`src/mci_pkg.sv`:
```
// Purpose: Constants for the motion card interrupt unit
// Assumes: 40 MHz core clock, two axes
// Notes:   Mask bit positions and error code values
package mci_pkg;
    localparam int          MCI_AXES       = 2;
    localparam int          MCI_MOT_W      = 32;
    localparam int          MCI_GPI_W      = 16;
    localparam int          MCI_ERR_W      = 18;
    localparam int          MCI_CODE_W     = 5;
    // Motion mask: bits 3, 17, 18, 20..31 unused
    localparam logic [31:0] MCI_MOT_USED   = 32'h0009_FFF7;
    // General-purpose mask: bits 11..14 unused
    localparam logic [15:0] MCI_GPI_USED   = 16'h87FF;
    localparam int          MCI_GPI_FALL0  = 0;
    localparam int          MCI_GPI_RISE0  = 4;
    localparam int          MCI_GPI_MF0    = 8;
    localparam int          MCI_GPI_MODE   = 10;
    localparam int          MCI_GPI_MASTER = 15;
    // Error codes by cause
    localparam logic [4:0]  MCI_E_PSOFT    = 5'h00;
    localparam logic [4:0]  MCI_E_NSOFT    = 5'h01;
    localparam logic [4:0]  MCI_E_CMP3     = 5'h02;
    localparam logic [4:0]  MCI_E_CMP4     = 5'h03;
    localparam logic [4:0]  MCI_E_CMP5     = 5'h04;
    localparam logic [4:0]  MCI_E_PEND     = 5'h05;
    localparam logic [4:0]  MCI_E_NEND     = 5'h06;
    localparam logic [4:0]  MCI_E_ALARM    = 5'h07;
    localparam logic [4:0]  MCI_E_STOPALL  = 5'h08;
    localparam logic [4:0]  MCI_E_EMERG    = 5'h09;
    localparam logic [4:0]  MCI_E_SLOW     = 5'h0A;
    localparam logic [4:0]  MCI_E_INTERP   = 5'h0C;
    localparam logic [4:0]  MCI_E_OTHER    = 5'h0D;
    localparam logic [4:0]  MCI_E_PBUF     = 5'h0E;
    localparam logic [4:0]  MCI_E_ICNT     = 5'h0F;
    localparam logic [4:0]  MCI_E_ENC      = 5'h10;
    localparam logic [4:0]  MCI_E_PIN      = 5'h11;
    localparam logic [31:0] MCI_MOT_RST    = 32'h0000_0000;
    localparam logic [15:0] MCI_GPI_RST    = 16'h0000;
    // Edges after reset release before pin history is trusted
    localparam logic [1:0]  MCI_PIN_SETTLE = 2'h3;
    // Error causes that stop the axis; index 11 is unassigned
    localparam logic [15:0] MCI_ERR_STOP   = 16'hF7FF;
endpackage : mci_pkg

```
`src/mci_unit.sv`:
```
// Purpose: Interrupt collection for a two-axis motion card
// Assumes: Event inputs are one-cycle pulses in sys_clk domain;
//          card digital and multifunction pins are asynchronous
// Notes:   Error cause index i maps to error code table entry i
//
// Contract
// - Three groups; errors never maskable
// - One host request, card enable gates all
// - Motion bits 0-2, 4-7 stop/buffer/accel events
// - Motion bits 8-12 comparators one to five
// - Bits 13-15 counter clear and latch events
// - Bit 16 slowdown, 19 start, others zero
// - Error cause reported as numeric code
// - Codes 0-4 soft limits and comparators
// - Codes 5-7 end limits and alarm
// - Codes 8-10 stop-all, emergency, slowdown
// - Codes 12-15 interpolation, propagation, overflows
// - Codes 16-17 signal errors, axis keeps moving
// - GP mask: falling bits 0-3, rising 4-7
// - GP bits 8-9 multifunction pins, 10 edge
// - GP bit 15 master switch, 11-14 zero
module mci_unit
    import mci_pkg::*;
#(
    parameter int AXES = MCI_AXES
) (
    input  wire logic                          sys_clk,
    input  wire logic                          arst_n,
    input  wire logic                          int_enable,
    input  wire logic [AXES-1:0][MCI_MOT_W-1:0] motion_mask,
    input  wire logic [MCI_GPI_W-1:0]          gpio_mask,
    input  wire logic [AXES-1:0][MCI_MOT_W-1:0] motion_event,
    input  wire logic [AXES-1:0][MCI_ERR_W-1:0] error_event,
    input  wire logic                          digital_input_zero,
    input  wire logic                          digital_input_one,
    input  wire logic                          digital_input_two,
    input  wire logic                          digital_input_three,
    input  wire logic                          first_multifunction_pin,
    input  wire logic                          second_multifunction_pin,
    input  wire logic [AXES-1:0][MCI_MOT_W-1:0] motion_ack,
    input  wire logic [MCI_GPI_W-1:0]          gpio_ack,
    input  wire logic [AXES-1:0]               error_ack,
    output logic                               host_irq,
    output logic      [AXES-1:0][MCI_MOT_W-1:0] motion_pending,
    output logic      [MCI_GPI_W-1:0]          gpio_pending,
    output logic      [AXES-1:0]               error_valid,
    output logic      [AXES-1:0][MCI_CODE_W-1:0] error_code,
    output logic      [AXES-1:0]               axis_stop
);

    typedef logic [MCI_CODE_W-1:0] mci_code_type;

    // Error cause index to code; index 11 is unassigned
    function automatic mci_code_type mci_code_of(input int idx);
        case (idx)
            0:       mci_code_of = MCI_E_PSOFT;
            1:       mci_code_of = MCI_E_NSOFT;
            2:       mci_code_of = MCI_E_CMP3;
            3:       mci_code_of = MCI_E_CMP4;
            4:       mci_code_of = MCI_E_CMP5;
            5:       mci_code_of = MCI_E_PEND;
            6:       mci_code_of = MCI_E_NEND;
            7:       mci_code_of = MCI_E_ALARM;
            8:       mci_code_of = MCI_E_STOPALL;
            9:       mci_code_of = MCI_E_EMERG;
            10:      mci_code_of = MCI_E_SLOW;
            12:      mci_code_of = MCI_E_INTERP;
            13:      mci_code_of = MCI_E_OTHER;
            14:      mci_code_of = MCI_E_PBUF;
            15:      mci_code_of = MCI_E_ICNT;
            16:      mci_code_of = MCI_E_ENC;
            17:      mci_code_of = MCI_E_PIN;
            default: mci_code_of = MCI_E_PSOFT;
        endcase
    endfunction : mci_code_of

    // Lowest index wins when several causes arrive together
    function automatic int mci_first(input logic [MCI_ERR_W-1:0] v);
        mci_first = 0;
        for (int i = MCI_ERR_W - 1; i >= 0; i--) begin
            if (v[i]) begin
                mci_first = i;
            end
        end
    endfunction : mci_first

    // Pin synchronisers: 6 pins, two stages
    logic [5:0] pin_s1_r;
    logic [5:0] pin_s2_r;
    logic [5:0] pin_d_r;
    wire  [5:0] pin_raw = {second_multifunction_pin,
                           first_multifunction_pin,
                           digital_input_three, digital_input_two,
                           digital_input_one, digital_input_zero};

    always_ff @(posedge sys_clk or negedge arst_n) begin
        if (!arst_n) begin
            pin_s1_r <= 6'h00;
            pin_s2_r <= 6'h00;
            pin_d_r  <= 6'h00;
        end else begin
            pin_s1_r <= pin_raw;
            pin_s2_r <= pin_s1_r;
            pin_d_r  <= pin_s2_r;
        end
    end

    // Reset history is not the pin level; hide edges until it is
    logic [1:0] pin_age_r;
    wire        pin_ok  = (pin_age_r == MCI_PIN_SETTLE);

    always_ff @(posedge sys_clk or negedge arst_n) begin
        if (!arst_n) begin
            pin_age_r <= 2'h0;
        end else if (!pin_ok) begin
            pin_age_r <= pin_age_r + 2'h1;
        end
    end

    wire [5:0] pin_fall = pin_d_r & ~pin_s2_r & {6{pin_ok}};
    wire [5:0] pin_rise = ~pin_d_r & pin_s2_r & {6{pin_ok}};
    wire       mf_rise  = gpio_mask[MCI_GPI_MODE];
    wire [1:0] mf_edge  = mf_rise ? pin_rise[5:4] : pin_fall[5:4];

    // General-purpose event vector in mask bit order
    logic [MCI_GPI_W-1:0] gpio_event;
    always_comb begin
        gpio_event = '0;
        gpio_event[MCI_GPI_FALL0 +: 4] = pin_fall[3:0];
        gpio_event[MCI_GPI_RISE0 +: 4] = pin_rise[3:0];
        gpio_event[MCI_GPI_MF0 +: 2]   = mf_edge;
    end

    // Master switch must be set for any GP source to count
    wire gpio_on = gpio_mask[MCI_GPI_MASTER];
    wire [MCI_GPI_W-1:0] gpio_set =
        gpio_event & gpio_mask & MCI_GPI_USED &
        {MCI_GPI_W{gpio_on}};

    logic [MCI_GPI_W-1:0] gpio_pend_r;
    wire  [MCI_GPI_W-1:0] gpio_pend_nxt =
        gpio_set | (gpio_pend_r & ~gpio_ack);
    wire  [MCI_GPI_W-1:0] gpio_live =
        gpio_pend_r & {MCI_GPI_W{gpio_on}};

    // Motion and error pending per axis
    logic [AXES-1:0][MCI_MOT_W-1:0]  mot_pend_r;
    logic [AXES-1:0][MCI_MOT_W-1:0]  mot_pend_nxt;
    logic [AXES-1:0][MCI_MOT_W-1:0]  mot_set;
    logic [AXES-1:0]                 err_val_r;
    logic [AXES-1:0]                 err_val_nxt;
    logic [AXES-1:0][MCI_CODE_W-1:0] err_code_r;
    logic [AXES-1:0][MCI_CODE_W-1:0] err_code_nxt;
    logic [AXES-1:0]                 stop_nxt;
    logic [AXES-1:0]                 mot_any;

    always_comb begin
        for (int a = 0; a < AXES; a++) begin
            // Unused positions can never pend
            mot_set[a] = motion_event[a] & motion_mask[a]
                         & MCI_MOT_USED;
            // A new event beats a same-cycle acknowledge
            mot_pend_nxt[a] = mot_set[a]
                              | (mot_pend_r[a] & ~motion_ack[a]);
            mot_any[a] = |mot_pend_r[a];
            // Errors have no mask; newest cause overwrites
            if (|error_event[a]) begin
                err_val_nxt[a]  = 1'b1;
                err_code_nxt[a] = mci_code_of(mci_first(error_event[a]));
            end else begin
                err_val_nxt[a]  = err_val_r[a] & ~error_ack[a];
                err_code_nxt[a] = err_code_r[a];
            end
            // Signal errors report without stopping the axis
            stop_nxt[a] = |(error_event[a][15:0] & MCI_ERR_STOP);
        end
    end

    always_ff @(posedge sys_clk or negedge arst_n) begin
        if (!arst_n) begin
            gpio_pend_r <= MCI_GPI_RST;
            mot_pend_r  <= '0;
            err_val_r   <= '0;
            err_code_r  <= '0;
            axis_stop   <= '0;
        end else begin
            gpio_pend_r <= gpio_pend_nxt;
            mot_pend_r  <= mot_pend_nxt;
            err_val_r   <= err_val_nxt;
            err_code_r  <= err_code_nxt;
            axis_stop   <= stop_nxt;
        end
    end

    // Pending state is kept while disabled; only the request is gated
    wire irq_nxt = int_enable &
                   ((|mot_any) | (|gpio_live) | (|err_val_r));

    always_ff @(posedge sys_clk or negedge arst_n) begin
        if (!arst_n) begin
            host_irq <= 1'b0;
        end else begin
            host_irq <= irq_nxt;
        end
    end

    assign motion_pending = mot_pend_r;
    assign gpio_pending   = gpio_pend_r;
    assign error_valid    = err_val_r;
    assign error_code     = err_code_r;

endmodule : mci_unit

```
`config.mk`:
```
export PLATFORM = sky130hd
export DESIGN_NAME = mci_unit
export DESIGN_NICKNAME = d
export VERILOG_FILES = /design/src/mci_pkg.sv /design/src/mci_unit.sv
export SDC_FILE = /design/constraint.sdc
export NUM_CORES = 1
export LEC_CHECK = 0
export BUFFER_PORTS_ARGS = -buffer_cell sky130_fd_sc_hd__buf_2
export CORE_AREA = 2 2 144 146
export CTS_BUF_LIST = sky130_fd_sc_hd__clkbuf_16
export CTS_CLUSTER_DIAMETER = 120
export DETAILED_ROUTE_END_ITERATION = 12
export DIE_AREA = 0 0 146 148
export PLACE_DENSITY_LB_ADDON = 0.25
export SYNTH_ARGS = -nofsm -noshare
export SYNTH_HDL_FRONTEND = slang
export SYNTH_SLANG_ARGS = --single-unit
export TNS_END_PERCENT = 50
```
`constraint.sdc`:
```
create_clock -name sys_clk -period 1.9 [get_ports sys_clk]
set_clock_uncertainty 0.05 [all_clocks]
set_input_delay 0.285 -clock sys_clk [delete_from_list [all_inputs] [get_ports sys_clk]]
set_output_delay 0.285 -clock sys_clk [all_outputs]
set_load 0.05 [all_outputs]
```
==> metrics.md <==
| Metric | Value |
|---|---|
| Post-DP HPWL | 11,400 microns |
| Crit Reg-Reg Endpoint | host_irq |
| Status | complete, no violations |
| Ports | 366 |
| Top post-synthesis cells by area | dfrtp_1 64%, nor2b_1 5.5%, o21ai_0 5.3% |
| Drt pass-1 iters | 4 |
| Max_slew headroom | 0.662 |
| Residual DRC count | 0 |
| Leak | 0.00410 uW |
| Met3 layer wire length in the routed design | 1240 microns |
| Clock Path Buffers | 2 |
| Hold Slack | 0.0282 ns |
| Starting Density | 0.226 |
| FMAX | 577 MHz |
| R2R setup slack | 0.17 ns |
| Yosys top cell by area | dfrtp_1 |
| Worst setup path start | motion_pending[4] |
| Setup violators final | 0 |
| Max cap viols | 0 |
| PortBufs | 301 |
| Synth Instances | 425 |
| Worst flop-to-flop path startpoint | motion_pending[4] |
| RePlAce Congestion | 0.750 |
| Share of cells above drive strength 1 | 0.429 |
| Critical path peak fanout | 3 |
| Req. time, crit path | 2.13 ns |
| Uppermost layer routed | met4 |
| HP Class | in -> reg |
| Clock-pin slew on the worst setup and hold paths | 0.06 ns |
| CTS Buf Count | 17 |
| Core Region | 20,000 sq um |
| Via-per-instance ratio | 4.10 |
| Total GRT Usage | 0.140 |
| Final net count | 1,113 |
| Hold Fails Final Rpt | 0 |
| Top-area cell type share of the netlist area | 0.635 |
| Yosys warns | 0 |
| Final WS setup | 0.167 ns |
| Startpoint Class | register |
| # diodes | 0 |
| FFs w/ async S/R, synth | 1.00 |
| Die Wd | 146 microns |
| Clk sink count | 115 |
| Total global routing overflow | 0 |
| Syn avg cell area | 10.7 sq um |
| Clock Tree Root | clkbuf_16 |
| Worst Setup EP | host_irq |
| R2R cell count | 5 |
| Worst slew pin tran | 0.503 ns |
| Initial DRC Count | 81 |
| Vias in the first global route | 4,755 |
| Crit path time final | 1.73 ns |
| Die H | 148 microns |
| Die area | 21,600 sq um |
| Worst skew pair latency | 0.41 ns |
| Row count | 52 |
| Critical path arrival | 1.96 ns |
| Post-Place Setup Slack | -0.332 ns |
| CTS tree | done |
| Synthesized flop and latch total | 115 |
| Kind of critical path | reg -> reg |
| Post-synth EDFFs | 0 |
| Routed met2 length | 7520 microns |
| Cell area after synthesis | 4530 sq um |
| RSZ-0062 raised after global routing | yes |
| Global-route wire length before repair | 23,600 microns |
| CTS H-Tree Depth | 4 |
| Main synth FF type | dfrtp_1 |
| Met1 WL | 6060 microns |
| Wirelength per Cell | 13.4 microns |
| Final period utilization | 0.912 |
| WL final | 15,000 microns |
| Initial antenna violation count | 0 |
| Final Max Slew Viols | 0 |
| Largest net degree at the start of global routing | 47 |
| Vias post-DR | 4,609 |
| Peak VDD IR | 0.000493 V |
| Synthesized Nets | 697 |
| Register area share after synthesis | 0.635 |
| Post-route ant nets | 0 |
| Area growth syn-to-layout | 75.4% |
| Synth unique cells | 40 |
| Pwr per Cell Area | 840 nW/um^2 |
| Crit. End Element | register |
[layer usage]
layer	vias to the layer above	track usage
met5	-	0
met4	0	0.0466
met3	11	0.0543
met2	207	0.244
met1	2090	0.159
li1	2301	-
[critical path, stage by stage, from the launching register on]
cell,delay [ns]
dfrtp_1,0.39
nor4_1,0.40
nand4_1,0.24
nor4_2,0.30
buf_4,0.17
a21boi_2,0.05
[sequential cells by signal, indices dropped and copies added, names as in the netlist]
name,flops
motion_pending,64
gpio_pending,16
error_code,10
pin_d_r,6
pin_s1_r,6
pin_s2_r,6
axis_stop,2
error_valid,2
pin_age_r,2
host_irq,1
[power breakdown]
part           switching, uW  internal [uW]
registers               85.7           2560
clock network           1180           1800
logic                    621            426
total                   1890           4790
[logic make-up after synthesis]
family / synth area share
adder cells (fa/ha/maj): 0.00276
buffers and inverters: 0.0439
XOR/XNOR: 0.00193
AO/OA/AOI/OAI: 0.107
flip-flops: 0.635
AND/OR/NAND/NOR: 0.207
multiplexers: 0.00248
[area by class of cell]
cell class | count | area [sq um]
clock buffers | 17 | 425
inverters | 52 | 195
multi-input cells | 257 | 1510
clock inverters | 15 | 135
well taps | 270 | 338
fillers | 2026 | 12100
repair buffers | 398 | 2460
flip-flops and latches | 115 | 2880
[Yosys cell counts, types with 3 or more instances]
| cell | number |
|---|---|
| a21oi_1 | 5 |
| nand3_1 | 7 |
| nor2b_1 | 40 |
| inv_1 | 52 |
| nand4_1 | 6 |
| nand2_1 | 53 |
| nor2_1 | 16 |
| o21ai_0 | 48 |
| o31ai_1 | 3 |
| o32ai_1 | 4 |
| o22ai_1 | 4 |
| dfrtp_1 | 115 |
| nor4_1 | 25 |
| nor3_1 | 15 |
| nand2b_1 | 3 |
[worst min path at each step]
stage | from | to | slack, ns | cells after the start
6_report | error_ack[0] | error_valid[0] | 0.03 | 2
5_1_grt | motion_ack[6] | motion_pending[6] | 0.003 | 2
4_1_cts | gpio_ack[2] | gpio_pending[2] | 0.002 | 2
3_5_place_dp | arst_n | host_irq | 0.18 | 1
3_3_place_gp | arst_n | host_irq | 0.18 | 1
2_1_floorplan | arst_n | axis_stop[0] | -0.06 | 0
[what timing repair did]
action | CTS | global route
endpoints found under the setup margin | 1 | 1
gates resized for setup | 5 | 6
hold buffers | 80 | 1
pin swaps | 3 | 2
hold endpoints to repair | 103 | 1
buffers inserted | 0 | 1
[through the flow]
stage,power (uW),utilization,setup TNS (ns),instances,area [sq um]
after floorplan,3120,-,0,425,4530
after global placement,3580,0.325,-0.335,1010,6510
after detailed placement,3590,0.325,-0.422,1010,6510
after CTS,6780,0.395,0,1122,7910
after global routing,7020,0.397,-0.00768,1124,7950
final,6680,0.397,0,1124,7950
[cells in the final DEF, fill, tap and decap left out, types with 2 or more instances in the layout]
master	instances
nand3b_1	2
nand2_1	53
nand3_1	7
o21ai_0	48
o22ai_1	4
nand2b_1	3
a21oi_1	5
clkinv_2	3
buf_4	15
clkinv_4	7
nor4_4	3
nor4_1	19
clkbuf_16	17
nor2b_1	40
buf_12	2
o32ai_1	4
nor4_2	5
nand4_1	6
nor2_1	16
inv_6	2
inv_1	52
nor3_1	15
buf_2	300
a31oi_1	2
dlygate4sd3_1	81
o31ai_1	3
dfrtp_1	115
Power figures use the tool's default switching activity.
